===== config.mk =====
export PLATFORM = sky130hd
export DESIGN_NAME = dma_trigger_source_select
export DESIGN_NICKNAME = d
export VERILOG_FILES = /design/src/logic/trigger_select_pkg.sv /design/src/logic/dma_trigger_source_select.sv /design/src/logic/trigger_sync.sv
export SDC_FILE = /design/constraint.sdc
export NUM_CORES = 1
export LEC_CHECK = 0
export BUFFER_PORTS_ARGS = -buffer_cell sky130_fd_sc_hd__buf_2
export CELL_PAD_IN_SITES_DETAIL_PLACEMENT = 1
export CELL_PAD_IN_SITES_GLOBAL_PLACEMENT = 2
export CORE_ASPECT_RATIO = 1.75
export CORE_UTILIZATION = 26
export CTS_CLUSTER_DIAMETER = 60
export DETAILED_ROUTE_END_ITERATION = 7
export PLACE_DENSITY = 0.77
export SLEW_MARGIN = 10
export SYNTH_ARGS = -nofsm -noshare
export SYNTH_HDL_FRONTEND = slang
export SYNTH_SLANG_ARGS = --single-unit

===== constraint.sdc =====
create_clock -name aclk -period 1.7 [get_ports aclk]
set_input_delay 0.34 -clock aclk [delete_from_list [all_inputs] [get_ports aclk]]
set_output_delay 0.34 -clock aclk [all_outputs]
set_load 0.1 [all_outputs]

===== src/logic/trigger_select_pkg.sv =====
// package: register map, selector codes and carrier structs for the trigger selector
package trigger_select_pkg;
	localparam int NUM_CHANNELS = 3;
	localparam int SEL_WIDTH = 4;

	// selector codes
	localparam logic [3:0] SEL_SERIAL_A_TX = 4'h4;
	localparam logic [3:0] SEL_DAC_CHAN0 = 4'h5;
	localparam logic [3:0] SEL_CONVERTER = 4'h6;
	localparam logic [3:0] SEL_TIMER_ONE = 4'h7;
	localparam logic [3:0] SEL_TIMER_TWO = 4'h8;
	localparam logic [3:0] SEL_SERIAL_B_RX = 4'h9;
	localparam logic [3:0] SEL_SERIAL_B_TX = 4'hA;
	localparam logic [3:0] SEL_MULTIPLIER = 4'hB;
	localparam logic [3:0] SEL_SERIAL_C_RX = 4'hC;
	localparam logic [3:0] SEL_SERIAL_C_TX = 4'hD;
	localparam logic [3:0] SEL_CHAIN = 4'hE;
	localparam logic [3:0] SEL_EXTERNAL = 4'hF;

	// register byte offsets
	localparam logic [7:0] ADDR_SELECT = 8'h00;
	localparam logic [7:0] ADDR_VARIANT = 8'h04;
	localparam logic [7:0] ADDR_STATUS = 8'h08;
	localparam logic [7:0] ADDR_DONE = 8'h0C;

	// select register: channel n selector at bits [4n+3:4n]
	localparam int SELECT_FIELD_STRIDE = 4;
	localparam logic [11:0] SELECT_RESET = 12'h000;
	// variant register bits
	localparam int VARIANT_SERIAL_A_ALT = 0;
	localparam int VARIANT_SERIAL_B_ALT = 1;
	localparam int VARIANT_SIGMA_DELTA = 2;
	localparam logic [2:0] VARIANT_RESET = 3'h0;
	// status register: pending triggers [2:0], last transfer start pulses [6:4]
	localparam int STATUS_START_LSB = 4;

	localparam logic [1:0] RESP_OKAY = 2'h0;
	localparam logic [1:0] RESP_SLVERR = 2'h2;

	// peripheral request flags with hardware-set qualifier for converters
	typedef struct packed {
		logic serial_a_tx_ready_flag;
		logic serial_a_alt_tx_ready_flag;
		logic dac_chan0_ready_flag;
		logic adc_result_flag;
		logic adc_result_hw_set;
		logic sigma_delta_result_flag;
		logic sigma_delta_hw_set;
		logic timer_one_compare_flag;
		logic timer_two_compare_flag;
		logic serial_b_rx_flag;
		logic serial_b_alt_rx_flag;
		logic serial_b_tx_flag;
		logic serial_b_alt_tx_flag;
		logic multiplier_ready;
		logic serial_c_rx_flag;
		logic serial_c_tx_flag;
	} source_flags_t;

	typedef struct packed {
		logic serial_a_tx_irq_enable;
		logic serial_a_alt_tx_irq_enable;
		logic dac_chan0_irq_enable;
		logic sigma_delta_irq_enable;
		logic timer_one_compare_irq_enable;
		logic timer_two_compare_irq_enable;
		logic serial_b_rx_irq_enable;
		logic serial_b_alt_rx_irq_enable;
		logic serial_b_tx_irq_enable;
		logic serial_b_alt_tx_irq_enable;
		logic serial_c_rx_irq_enable;
		logic serial_c_tx_irq_enable;
	} source_enables_t;

	// one-cycle clear strobes back to the peripherals
	typedef struct packed {
		logic serial_a_tx_clear;
		logic serial_a_alt_tx_clear;
		logic dac_chan0_clear;
		logic timer_one_compare_clear;
		logic timer_two_compare_clear;
		logic serial_b_rx_clear;
		logic serial_b_alt_rx_clear;
		logic serial_b_tx_clear;
		logic serial_b_alt_tx_clear;
		logic serial_c_rx_clear;
		logic serial_c_tx_clear;
	} source_clears_t;
endpackage


===== src/logic/dma_trigger_source_select.sv =====
// trigger source selection for a three-channel transfer controller
//
// The AXI4-Lite interface to the registers and the register addresses are this design's own decisions.
`timescale 1ns/1ps
`default_nettype none
// Summary of operation
// code 4 triggers on serial A transmit ready
// alternate serial A replaces it, same behaviour
// code 5 triggers on DAC channel 0 ready
// code 6: conversion done, last of sequence
// software-set converter flags never trigger
// converter flags clear on result register access
// sigma-delta master flag triggers, enable suppresses
// code 7 triggers on timer one compare0
// code 8 triggers on timer two compare0
// code 9 triggers on serial B receive
// code A triggers on serial B transmit
// code B triggers on multiplier ready
// code C triggers on serial C receive
// code D triggers on serial C transmit
// code E chains channel completions in ring
// chained completion flags are never auto-cleared
// code F triggers from external pin
// per-channel selector, sources synchronised first
module dma_trigger_source_select #(
	parameter int NUM_CHANNELS = trigger_select_pkg::NUM_CHANNELS
) (
	// clock and reset
	input wire logic aclk,
	input wire logic aresetn,
	// axi4-lite write address
	input wire logic [7:0] s_axi_awaddr,
	input wire logic s_axi_awvalid,
	output logic s_axi_awready,
	// axi4-lite write data
	input wire logic [31:0] s_axi_wdata,
	input wire logic [3:0] s_axi_wstrb,
	input wire logic s_axi_wvalid,
	output logic s_axi_wready,
	// axi4-lite write response
	output logic [1:0] s_axi_bresp,
	output logic s_axi_bvalid,
	input wire logic s_axi_bready,
	// axi4-lite read address
	input wire logic [7:0] s_axi_araddr,
	input wire logic s_axi_arvalid,
	output logic s_axi_arready,
	// axi4-lite read data
	output logic [31:0] s_axi_rdata,
	output logic [1:0] s_axi_rresp,
	output logic s_axi_rvalid,
	input wire logic s_axi_rready,
	// peripheral flags and interrupt enables
	input wire trigger_select_pkg::source_flags_t source_flags,
	input wire trigger_select_pkg::source_enables_t source_enables,
	output trigger_select_pkg::source_clears_t source_clears,
	// channel completion flags and external pin
	input wire logic [NUM_CHANNELS-1:0] channel_done_flag,
	input wire logic external_trigger_pin,
	// transfer engine
	output logic [NUM_CHANNELS-1:0] trigger_request,
	input wire logic [NUM_CHANNELS-1:0] transfer_start,
	input wire logic [NUM_CHANNELS-1:0] adc_result_access,
	input wire logic [NUM_CHANNELS-1:0] sigma_delta_result_access,
	// clears toward converter result flags
	output logic adc_result_clear,
	output logic sigma_delta_result_clear
);
	localparam int FLAG_W = $bits(trigger_select_pkg::source_flags_t);
	localparam int SEL_W = trigger_select_pkg::SEL_WIDTH;

	// ==========================================================
	// synchronisation of every source
	trigger_select_pkg::source_flags_t flags;
	logic [NUM_CHANNELS-1:0] done_sync;
	logic ext_sync;

	trigger_sync #(
		.WIDTH(FLAG_W + NUM_CHANNELS + 1)
	) u_sync (
		.aclk(aclk),
		.aresetn(aresetn),
		.async_in({source_flags, channel_done_flag, external_trigger_pin}),
		.sync_out({flags, done_sync, ext_sync})
	);

	trigger_select_pkg::source_enables_t ie;
	assign ie = source_enables;

	// ==========================================================
	// registers
	logic [SEL_W-1:0] trigger_source_select [NUM_CHANNELS];
	logic [2:0] variant;
	logic [NUM_CHANNELS-1:0] pending;
	logic [NUM_CHANNELS-1:0] last_start;

	// ==========================================================
	// axi4-lite write path
	logic aw_held;
	logic w_held;
	logic [7:0] aw_addr;
	logic [31:0] w_data;
	logic [3:0] w_strb;
	logic do_write;

	assign s_axi_awready = !aw_held && !s_axi_bvalid;
	assign s_axi_wready = !w_held && !s_axi_bvalid;
	assign do_write = aw_held && w_held && !s_axi_bvalid;

	always_ff @(posedge aclk) begin
		if (!aresetn) begin
			aw_held <= 1'b0;
			w_held <= 1'b0;
			aw_addr <= 8'h00;
			w_data <= 32'h00000000;
			w_strb <= 4'h0;
		end else begin
			if (s_axi_awvalid && s_axi_awready) begin
				aw_held <= 1'b1;
				aw_addr <= s_axi_awaddr;
			end else if (do_write) begin
				aw_held <= 1'b0;
			end
			if (s_axi_wvalid && s_axi_wready) begin
				w_held <= 1'b1;
				w_data <= s_axi_wdata;
				w_strb <= s_axi_wstrb;
			end else if (do_write) begin
				w_held <= 1'b0;
			end
		end
	end

	always_ff @(posedge aclk) begin
		if (!aresetn) begin
			s_axi_bvalid <= 1'b0;
			s_axi_bresp <= trigger_select_pkg::RESP_OKAY;
		end else if (do_write) begin
			s_axi_bvalid <= 1'b1;
			if (aw_addr == trigger_select_pkg::ADDR_SELECT
				|| aw_addr == trigger_select_pkg::ADDR_VARIANT
				|| aw_addr == trigger_select_pkg::ADDR_STATUS
				|| aw_addr == trigger_select_pkg::ADDR_DONE) begin
				s_axi_bresp <= trigger_select_pkg::RESP_OKAY;
			end else begin
				s_axi_bresp <= trigger_select_pkg::RESP_SLVERR;
			end
		end else if (s_axi_bready) begin
			s_axi_bvalid <= 1'b0;
		end
	end

	// one selector per channel, packed side by side in one word
	genvar gc;
	generate
		for (gc = 0; gc < NUM_CHANNELS; gc++) begin : g_sel
			localparam int LSB = gc * trigger_select_pkg::SELECT_FIELD_STRIDE;
			always_ff @(posedge aclk) begin
				if (!aresetn) begin
					trigger_source_select[gc] <= trigger_select_pkg::SELECT_RESET[LSB +: SEL_W];
				end else if (do_write && aw_addr == trigger_select_pkg::ADDR_SELECT
					&& w_strb[LSB/8]) begin
					trigger_source_select[gc] <= w_data[LSB +: SEL_W];
				end
			end
		end
	endgenerate

	always_ff @(posedge aclk) begin
		if (!aresetn) begin
			variant <= trigger_select_pkg::VARIANT_RESET;
		end else if (do_write && aw_addr == trigger_select_pkg::ADDR_VARIANT && w_strb[0]) begin
			variant <= w_data[2:0];
		end
	end

	// ==========================================================
	// axi4-lite read path
	logic [31:0] read_word;
	logic [31:0] select_word;

	always_comb begin
		select_word = 32'h00000000;
		for (int c = 0; c < NUM_CHANNELS; c++) begin
			select_word[c*trigger_select_pkg::SELECT_FIELD_STRIDE +: SEL_W] =
				trigger_source_select[c];
		end
	end

	always_comb begin
		read_word = 32'h00000000;
		case (s_axi_araddr)
			trigger_select_pkg::ADDR_SELECT: read_word = select_word;
			trigger_select_pkg::ADDR_VARIANT: read_word[2:0] = variant;
			trigger_select_pkg::ADDR_STATUS: begin
				read_word[NUM_CHANNELS-1:0] = pending;
				read_word[trigger_select_pkg::STATUS_START_LSB +: NUM_CHANNELS] = last_start;
			end
			trigger_select_pkg::ADDR_DONE: read_word[NUM_CHANNELS-1:0] = done_sync;
			default: read_word = 32'h00000000;
		endcase
	end

	assign s_axi_arready = !s_axi_rvalid;

	always_ff @(posedge aclk) begin
		if (!aresetn) begin
			s_axi_rvalid <= 1'b0;
			s_axi_rdata <= 32'h00000000;
			s_axi_rresp <= trigger_select_pkg::RESP_OKAY;
		end else if (s_axi_arvalid && s_axi_arready) begin
			s_axi_rvalid <= 1'b1;
			s_axi_rdata <= read_word;
			if (s_axi_araddr == trigger_select_pkg::ADDR_SELECT
				|| s_axi_araddr == trigger_select_pkg::ADDR_VARIANT
				|| s_axi_araddr == trigger_select_pkg::ADDR_STATUS
				|| s_axi_araddr == trigger_select_pkg::ADDR_DONE) begin
				s_axi_rresp <= trigger_select_pkg::RESP_OKAY;
			end else begin
				s_axi_rresp <= trigger_select_pkg::RESP_SLVERR;
			end
		end else if (s_axi_rready) begin
			s_axi_rvalid <= 1'b0;
		end
	end

	// ==========================================================
	// source qualification
	logic alt_a;
	logic alt_b;
	logic use_sd;
	logic src_a_tx;
	logic src_dac;
	logic src_conv;
	logic src_t1;
	logic src_t2;
	logic src_b_rx;
	logic src_b_tx;
	logic src_mpy;
	logic src_c_rx;
	logic src_c_tx;

	assign alt_a = variant[trigger_select_pkg::VARIANT_SERIAL_A_ALT];
	assign alt_b = variant[trigger_select_pkg::VARIANT_SERIAL_B_ALT];
	assign use_sd = variant[trigger_select_pkg::VARIANT_SIGMA_DELTA];

	assign src_a_tx = alt_a
		? (flags.serial_a_alt_tx_ready_flag && !ie.serial_a_alt_tx_irq_enable)
		: (flags.serial_a_tx_ready_flag && !ie.serial_a_tx_irq_enable);
	assign src_dac = flags.dac_chan0_ready_flag && !ie.dac_chan0_irq_enable;
	// peripheral reports hw_set only for flags set by a completed conversion,
	// which is the last one of a sequence when sequencing
	assign src_conv = use_sd
		? (flags.sigma_delta_result_flag && flags.sigma_delta_hw_set
			&& !ie.sigma_delta_irq_enable)
		: (flags.adc_result_flag && flags.adc_result_hw_set);
	assign src_t1 = flags.timer_one_compare_flag && !ie.timer_one_compare_irq_enable;
	assign src_t2 = flags.timer_two_compare_flag && !ie.timer_two_compare_irq_enable;
	assign src_b_rx = alt_b
		? (flags.serial_b_alt_rx_flag && !ie.serial_b_alt_rx_irq_enable)
		: (flags.serial_b_rx_flag && !ie.serial_b_rx_irq_enable);
	assign src_b_tx = alt_b
		? (flags.serial_b_alt_tx_flag && !ie.serial_b_alt_tx_irq_enable)
		: (flags.serial_b_tx_flag && !ie.serial_b_tx_irq_enable);
	assign src_mpy = flags.multiplier_ready;
	assign src_c_rx = flags.serial_c_rx_flag && !ie.serial_c_rx_irq_enable;
	assign src_c_tx = flags.serial_c_tx_flag && !ie.serial_c_tx_irq_enable;

	// ==========================================================
	// per-channel trigger mux
	logic [NUM_CHANNELS-1:0] selected;

	generate
		for (gc = 0; gc < NUM_CHANNELS; gc++) begin : g_mux
			// ring: channel n is started by channel n-1, channel 0 by the last
			localparam int PREV = (gc == 0) ? NUM_CHANNELS - 1 : gc - 1;
			always_comb begin
				case (trigger_source_select[gc])
					trigger_select_pkg::SEL_SERIAL_A_TX: selected[gc] = src_a_tx;
					trigger_select_pkg::SEL_DAC_CHAN0: selected[gc] = src_dac;
					trigger_select_pkg::SEL_CONVERTER: selected[gc] = src_conv;
					trigger_select_pkg::SEL_TIMER_ONE: selected[gc] = src_t1;
					trigger_select_pkg::SEL_TIMER_TWO: selected[gc] = src_t2;
					trigger_select_pkg::SEL_SERIAL_B_RX: selected[gc] = src_b_rx;
					trigger_select_pkg::SEL_SERIAL_B_TX: selected[gc] = src_b_tx;
					trigger_select_pkg::SEL_MULTIPLIER: selected[gc] = src_mpy;
					trigger_select_pkg::SEL_SERIAL_C_RX: selected[gc] = src_c_rx;
					trigger_select_pkg::SEL_SERIAL_C_TX: selected[gc] = src_c_tx;
					trigger_select_pkg::SEL_CHAIN: selected[gc] = done_sync[PREV];
					trigger_select_pkg::SEL_EXTERNAL: selected[gc] = ext_sync;
					default: selected[gc] = 1'b0;
				endcase
			end
		end
	endgenerate

	// level request; the engine masks it once it has started
	assign trigger_request = selected;

	// ==========================================================
	// auto-clear at transfer start
	// clears go out combinationally so the flag drops in the start cycle;
	// chain, multiplier and external sources have no clear
	logic [NUM_CHANNELS-1:0] start_code [16];

	always_comb begin
		for (int k = 0; k < 16; k++) begin
			start_code[k] = '0;
		end
		for (int c = 0; c < NUM_CHANNELS; c++) begin
			start_code[trigger_source_select[c]][c] = transfer_start[c];
		end
	end

	always_comb begin
		source_clears = '0;
		source_clears.serial_a_tx_clear =
			|start_code[trigger_select_pkg::SEL_SERIAL_A_TX] && !alt_a;
		source_clears.serial_a_alt_tx_clear =
			|start_code[trigger_select_pkg::SEL_SERIAL_A_TX] && alt_a;
		source_clears.dac_chan0_clear = |start_code[trigger_select_pkg::SEL_DAC_CHAN0];
		source_clears.timer_one_compare_clear =
			|start_code[trigger_select_pkg::SEL_TIMER_ONE];
		source_clears.timer_two_compare_clear =
			|start_code[trigger_select_pkg::SEL_TIMER_TWO];
		source_clears.serial_b_rx_clear = |start_code[trigger_select_pkg::SEL_SERIAL_B_RX] && !alt_b;
		source_clears.serial_b_alt_rx_clear =
			|start_code[trigger_select_pkg::SEL_SERIAL_B_RX] && alt_b;
		source_clears.serial_b_tx_clear = |start_code[trigger_select_pkg::SEL_SERIAL_B_TX] && !alt_b;
		source_clears.serial_b_alt_tx_clear =
			|start_code[trigger_select_pkg::SEL_SERIAL_B_TX] && alt_b;
		source_clears.serial_c_rx_clear = |start_code[trigger_select_pkg::SEL_SERIAL_C_RX];
		source_clears.serial_c_tx_clear = |start_code[trigger_select_pkg::SEL_SERIAL_C_TX];
	end

	// converter flags clear on result access, not on start
	assign adc_result_clear = |adc_result_access && !use_sd;
	assign sigma_delta_result_clear = |sigma_delta_result_access && use_sd;
	// chained completion flags: no clear output exists for them // R16

	// ==========================================================
	// status
	always_ff @(posedge aclk) begin
		if (!aresetn) begin
			pending <= '0;
			last_start <= '0;
		end else begin
			pending <= selected;
			last_start <= transfer_start;
		end
	end
endmodule
`default_nettype wire


===== src/logic/trigger_sync.sv =====
// two-flop synchroniser bank for asynchronous trigger inputs
`timescale 1ns/1ps
`default_nettype none
module trigger_sync #(
	parameter int WIDTH = 1
) (
	// clock and reset
	input wire logic aclk,
	input wire logic aresetn,
	// data
	input wire logic [WIDTH-1:0] async_in,
	output logic [WIDTH-1:0] sync_out
);
	logic [WIDTH-1:0] stage1;

	// stage1 feeds only sync_out
	always_ff @(posedge aclk) begin
		if (!aresetn) begin
			stage1 <= '0;
			sync_out <= '0;
		end else begin
			stage1 <= async_in;
			sync_out <= stage1;
		end
	end
endmodule
`default_nettype wire


======== Yosys cells after proc, flatten, opt, wreduce, memory -nomap -nowiden ========
Memories as Yosys holds them, arrays and structs flattened.
Cells that the tools add are included.
word-level totals
  register bits after elaboration ......... 111
  latch bits .............................. 0
  RAM bits ................................ 12
  memory bits (read-only) ................. 0
  input port bits ......................... 100
  output and inout port bits .............. 57
  word-level logic and storage cells ...... 187
  memories ................................ 1
cells by class
  add/sub/neg operators ................... 0
  multipliers ............................. 0
  div/mod/pow operators ................... 0
  order comparisons ....................... 6
  equal/unequal tests ..................... 42
  shift-type cells ........................ 0
  mux-type cells .......................... 38
  bitwise operators ....................... 7
  reductions and logical operators ........ 78
memories
  name                   depth  bits a word  rd ports  clocked after Yosys merged registers in  wr ports  line                             RTL
  trigger_source_select  3      4            3         0                                        3         dma_trigger_source_select.sv:92  logic [SEL_W-1:0] trigger_source_select [NUM_CHANNELS];
operators with widths
  kind                number
  $bwmux 48           2
  $eq 4x4->1 const B  24
  $and 48x48->48      1
  $eq 4x3->1 const B  12
  $logic_and 1x1->1   37
  $demux 3 s4         3
  $pmux 1 s12         3
  $eq 8x4->1 const B  4
  $reduce_or 3->1     10
  $mux 1              20
  $logic_not 1->1     19
  $eq 8x3->1 const B  2
  $logic_not 8->1     2
  $ge 5x5->1 const B  3
  $lt 5x1->1 const B  3
  $not 4->5           3
  $mux 4              3
  $pmux 3 s4          1
  $reduce_bool 2->1   4
  $logic_or 1x1->1    6
  $mux 2              3
  $pmux 3 s2          1
  $mux 5              1
  $mux 3              1
  $or 1x1->1          3

======== Logic depth before layout (Yosys ltp) ========
Gate-level depths: netlist of the first run.
An unclocked memory read counts as a cell.
  depth in word-level cells ............... 11
  depth in mapped cells ................... 6
  gate-level depth less buffers ........... 5

======== By module ========
From an unflattened synthesis of the first run, not the netlist that was laid out.
unflattened totals
  cells, all modules ...................... 483
  area total of the unflattened synthesis .. 4394.2 um^2
by module, submodules not included
  module                     times used  cells an instance  area each (um^2)
  dma_trigger_source_select  1           399                3286.9
  trigger_sync               1           84                 1107.3

======== Worst setup path after synthesis of the first run ========
No wires, ideal clock.
  path type ............................... reg-to-output
  from .................................... memory trigger_source_select[2][1] (netlist name)
  to ...................................... output port source_clears[6] (netlist name)
  data arrival time ....................... 3.015 ns
  slack ................................... -1.655 ns
  stages on the path, launching flop included .. 4
  path buffers ............................ 1
  cells stage by stage .................... edfxtp_1 clkbuf_1 nand2b_1 o31ai_1
RTL lines
  what         line                             RTL
  from (decl)  dma_trigger_source_select.sv:92
  to (decl)    dma_trigger_source_select.sv:56  output trigger_select_pkg::source_clears_t source_clears,

==> metrics, run 1 <==
status=finished, violations left; failing checks=setup timing; placer congestion estimate=0.860; grt total ovfl=0; 1st-iter DRT viols=74; number of flops mapped to enable cells by yosys=12; initial core utilization=26.9%; hold_ws=0.193 ns; most common cell in the netlist=dfxtp_1; CTS root buffer=clkbuf_16; boundary pin count=157; fraction of layout cells with a size suffix above 1=46.6%; Yosys warning count=0; Setup crit start kind=flip-flop; CORE AREA=16,500 um^2; TritonCTS Sinks=101; DRC=0; Max VDD drop=0.550 mV; vias in the first global route=4,343; Die Ht=175 um; Clock Tree Buf Depth=2; hold buffers post-CTS=0; Final Max Slew Viols=0; vias=4,017; die area=17,600 um^2; port bufs=112; Placed Cells=858; most instantiated cells after synthesis=89 x dfxtp_1, 71 x nand2_1, 55 x and2_1; Synth area leader=dfxtp_1; WP data required=1.36 ns; hpwl dp=11,400 um; Mapped Cells=480; row count=62; leakage power=0.00282 uW; asr flop ratio synth=0%; cell area after synthesis=4440 um^2; Post-Syn Area per Cell=9.25 um^2; clk_skew=0.0113 ns; minimum clock period=2.39 ns; largest net degree at the start of global routing=34; worst-path maximum fanout=4; Overall Global Routing Usage=16.6%; CP Capture Type=primary output; Num CTS Buffers=9; later-pin clock latency in the skew report=0.35 ns; arrival time worst endpoint=2.05 ns; DIE WIDTH=101 um; routed len/inst=15.7 um; Routed Antenna Nets=0; ant diodes=0; worst setup path class=flip-flop to primary output; number of synthesized register bits=101; Synth Flop Type=dfxtp_1; worst min path class=input pin to flip-flop; Detailed Route WL=14,000 um; initial antenna violation count=0; CTS tree=done; Hold Vio Cnt, Final=0; H-tree depth=3; Vias/cell=4.49; fin crit share=141%; Peak Freq=0.418 GHz; Final nets=765; final worst slack=-0.691 ns; Cell Pwr Density=829 nW/um^2; Setup Viol. Count Final=19; RSZ-0062 raised after global routing=yes; Max Cap Viol=0; Reg clk slew, reported paths=0.08 ns; synth unique cells=54; Area growth syn-to-layout=56.0%; 1st-pass router iterations=6; Seq/Total Area, Yosys=48.3%; first-pass GRT wire length=22,000 um; post-route insts no fill=894; Area contributors post-synth=dfxtp_1 40%, edfxtp_1 8.1%, and2_1 7.8%, nand2_1 6.0%, a21boi_0 5.1%; Synth top area share=40.1%
through the flow:
step                      total power (uW)  setup slack (ns)  util (%)  setup TNS (ns)  instance area (um^2)
after floorplan                       3330             -1.22         -          -10.59                  4810
after global placement                3610            -0.369      36.9           -5.62                  6090
after detailed placement              3630            -0.376      36.9           -6.07                  6090
after CTS                             5790            -0.668      40.6           -7.73                  6710
after global routing                  5980            -0.729      41.9           -9.35                  6930
final                                 5740            -0.691      41.9           -7.53                  6930
area by class of cell:
type,instances,area (um^2)
Fill cell,1881,9600
Timing Repair Buffer,201,1510
Clock inverter,7,83.8
Tap cell,224,280
Clock buffer,9,225
Multi-Input combinational cell,339,2620
Inverter,13,52.6
Sequential cell,101,2150
worst max-delay path, cell delays in order (launching register included):
cell	delay, ns
edfxtp_1	0.52
or3b_4	0.43
a211oi_4	0.25
a2111oi_4	0.08
o221ai_4	0.21
buf_12	0.21
per-layer routing:
metal,up-vias,GRT usage (%),wire length (um)
met4,0,6.82,492
met1,1930,15.5,4690
met5,-,0,0
met3,30,2.80,407
li1,1968,-,-
met2,89,33.8,8440
registers in the layout (all words and copies together), names as in the netlist, 2 cells and up:
register               cells
w_strb                     2
w_data                    12
aw_addr                    8
last_start                 3
variant                    3
pending                    3
u_sync.stage1             20
u_sync.sync_out           20
trigger_source_select     12
s_axi_rdata               12
worst paths after layout:
path	start	end	slack, ns	cells after the start
min reg2reg	u_sync.stage1[18]$_SDFF_PN0_	u_sync.sync_out[18]$_SDFF_PN0_	0.44	1
max reg2reg	trigger_source_select[1][2]$_SDFFCE_PN0P_	pending[1]$_SDFF_PN0_	-0.06	5
max	trigger_source_select[1][2]$_SDFFCE_PN0P_	trigger_request[1]	-0.69	5
min	source_flags[6]	u_sync.stage1[10]$_SDFF_PN0_	0.19	2
cell families (layout without fill, tap and decap cells):
family          Yosys count  after routing  synth area share [%]
flops                   101            101                  48.3
mux                      10             10                  3.10
simple gates            217            217                  26.7
compound gates           90             90                  14.6
buf+inv                  61            230                  7.24
other cells               1             22                0.0845
report_power, final:
group	total, uW	switching, uW	internal (uW)
combinational	1080	713	368
sequential	2580	68.5	2510
clock	2080	1030	1050
timing repair:
action,4_1_cts,5_1_grt
setup endpoints to repair,46,44
resized for setup,46,40
pin swaps,21,21
buffers inserted,14,8
cells in the final DEF, fill, tap and decap left out, drive strengths merged, types with 3 or more instances in the layout:
cell      n
o21ai    10
or3b      6
o32ai     3
inv      16
and2     56
o22ai     3
a22oi    12
nand3b    9
o221ai    3
nor2b    20
buf     200
mux2i     7
conb     22
nor4      4
nand2b    9
edfxtp   12
nor2     19
nor3b     5
a211oi    4
nand3     4
a21oi     9
mux4      3
nand2    71
clkbuf    9
clkinv    3
a21boi   30
dfxtp    89
nor3      3
o22a      3
No activity file was read; power rests on OpenSTA's default activity.
==> run 2, diff against run 1 <==
--- a/config.mk
+++ b/config.mk
@@ -14,2 +14,3 @@
 export DETAILED_ROUTE_END_ITERATION = 7
+export HOLD_SLACK_MARGIN = 0.02
 export PLACE_DENSITY = 0.77
==> constraint.sdc (replaced) <==
create_clock -name aclk -period 1.7 [get_ports aclk]
set_input_delay 0 -clock aclk [delete_from_list [all_inputs] [get_ports aclk]]
set_output_delay 0 -clock aclk [all_outputs]
set_load 0.1 [all_outputs]
==> run 2 against run 1 <==
The run still ends with setup timing left. Highest routed layer unchanged. Largest cell class unchanged. Sequential power hardly changed. Largest power group unchanged. Critical endpoint unchanged. First-iteration DRC count grew 41%. Register-to-register slack is essentially flat.
==> metrics, run 2 (synthesized netlist as in run 1, its figures left out) <==
status=finished, violations left; failing checks=setup timing; clk_skew=0.0111 ns; leading registers by flop count=u_sync.stage1: 20 flops, u_sync.sync_out: 20 flops; Hold Vio Cnt, Final=0; 1st-iter DRT viols=104; Num CTS Buffers=9; Top delay family on crit path=flip-flops; Setup Viol. Count Final=18; CP Capture Type=primary output; DIE WIDTH=101 um; WP data required=1.70 ns; Reg clk slew, reported paths=0.08 ns; Detailed Route WL=15,800 um; Final Max Slew Viols=0; grt total ovfl=0; initial antenna violation count=1; arrival time worst endpoint=2.10 ns; CTS tree=done; row count=62; peak per-stage delay on the critical path=0.54 ns; leakage power=0.00297 uW; Fill cells=1,863; fin crit share=123%; initial core utilization=26.9%; first-pass GRT wire length=24,400 um; placer congestion estimate=0.874; vias in the first global route=4,670; boundary pin count=157; Overall Global Routing Usage=18.3%; commonest non-fill, non-tap cell in the layout=buf_2; minimum clock period=2.10 ns; Design Area, Final=7280 um^2; fraction of layout cells with a size suffix above 1=43.0%; hpwl dp=11,700 um; worst setup path class=flip-flop to primary output; Routed Antenna Nets=0; Cell Pwr Density=792 nW/um^2; Die Ht=175 um; Buffers & Inverters on Critical Path=1; worst min path class=input pin to flip-flop; Vias/cell=4.57; Max Cap Viol=0; Max VDD drop=0.441 mV; Setup crit start kind=flip-flop; DRC=0; H-tree depth=3; Peak Freq=0.477 GHz; CP max-delay cell=edfxtp_1; CTS root buffer=clkbuf_16; largest net degree at the start of global routing=48; die area=17,600 um^2; CORE AREA=16,500 um^2; Clock Tree Buf Depth=2; Power, Total=5770 uW; Area growth syn-to-layout=64.0%; placed inst area=5850 um^2; commonest cells after routing, fill and taps aside=99 x buf_2, 81 x dfxtp_1, 62 x nand2_1; later-pin clock latency in the skew report=0.35 ns; worst-path maximum fanout=5; 1st-pass router iterations=5; routed len/inst=16.9 um; port bufs=112; final worst slack=-0.398 ns; TritonCTS Sinks=101; Final nets=804; RSZ-0062 raised after global routing=yes; vias=4,272; critical path, cell by cell=or3b_4 -> a211oi_4 -> a2111oi_4 -> o221ai_4 -> buf_12
==> run 2: cell types whose count changed in the layout (fill, tap and decap cells not counted), sizes merged <==
| cell | before | now |
|---|---|---|
| diode | 0 | 1 |
| buf | 200 | 192 |
| dlygate4sd3 | 0 | 48 |
| inv | 16 | 15 |
| clkdlybuf4s18 | 1 | 0 |
| clkinvlp | 1 | 2 |
==> run 2: what timing repair did <==
item	CTS	global route
setup buffers	28	6
gates cloned	0	1
endpoints found under the hold margin	47	0
setup endpoints to repair	41	45
pin swaps	20	24
hold buffers	48	0
resized for setup	63	38
==> run 2: per-stage QoR <==
| stage | util [%] | std cells | TNS (ns) | setup slack [ns] | hold WS, ns |
|---|---|---|---|---|---|
| 6_report | 44.1 | 934 | -3.36 | -0.398 | 0.0244 |
| 5_1_grt | 44.1 | 934 | -4.93 | -0.483 | 0.0383 |
| 4_1_cts | 43.0 | 930 | -2.60 | -0.426 | 0.0227 |
| 3_5_place_dp | 35.4 | 838 | -2.36 | -0.199 | 0.210 |
| 3_3_place_gp | 35.4 | 838 | -1.04 | -0.160 | 0.209 |
| 2_1_floorplan | - | 501 | -7.07 | -1.22 | 0.122 |
==> run 2: path summary, 6_finish.rpt <==
path	cells past startpoint	slack [ns]	start	endpoint
worst max-delay path	5	-0.40	trigger_source_select[1][2]$_SDFFCE_PN0P_	trigger_request[1]
worst min-delay path	3	0.02	s_axi_arvalid	s_axi_rresp[1]$_SDFFE_PN0P_
worst max register to register	5	-0.05	trigger_source_select[1][2]$_SDFFCE_PN0P_	pending[1]$_SDFF_PN0_
worst min register to register	1	0.44	u_sync.stage1[5]$_SDFF_PN0_	u_sync.sync_out[5]$_SDFF_PN0_
==> run 2: cell type report <==
cell class / count / area [um^2] / share of cell area [%]
antenna: 1 / 2.50 / 0.0344
clock buffer: 9 / 225 / 3.09
clock inverter: 7 / 57.6 / 0.790
inverter: 13 / 52.6 / 0.722
multi-input combinational: 339 / 2580 / 35.4
sequential: 101 / 2160 / 29.7
tap: 224 / 280 / 3.85
timing repair buffer: 240 / 1920 / 26.4
==> run 2: worst reg2reg max path, stage by stage (launching register included) <==
cell and delay, ns:
edfxtp_1 0.54, or3b_4 0.47, a211oi_4 0.26, a2111oi_4 0.07, o221ai_4 0.21, and2_1 0.15
==> run 2: power breakdown <==
group,total (uW),internal (uW),switching [uW]
Clock,1990,1010,974
Sequential,2590,2520,70.5
Combinational,1190,444,750
==> run 2: per-layer routing <==
metal,wire [um],global-route usage [%]
met5,0,0
met4,682,9.84
met3,421,2.24
met2,9490,37.3
met1,5200,16.9
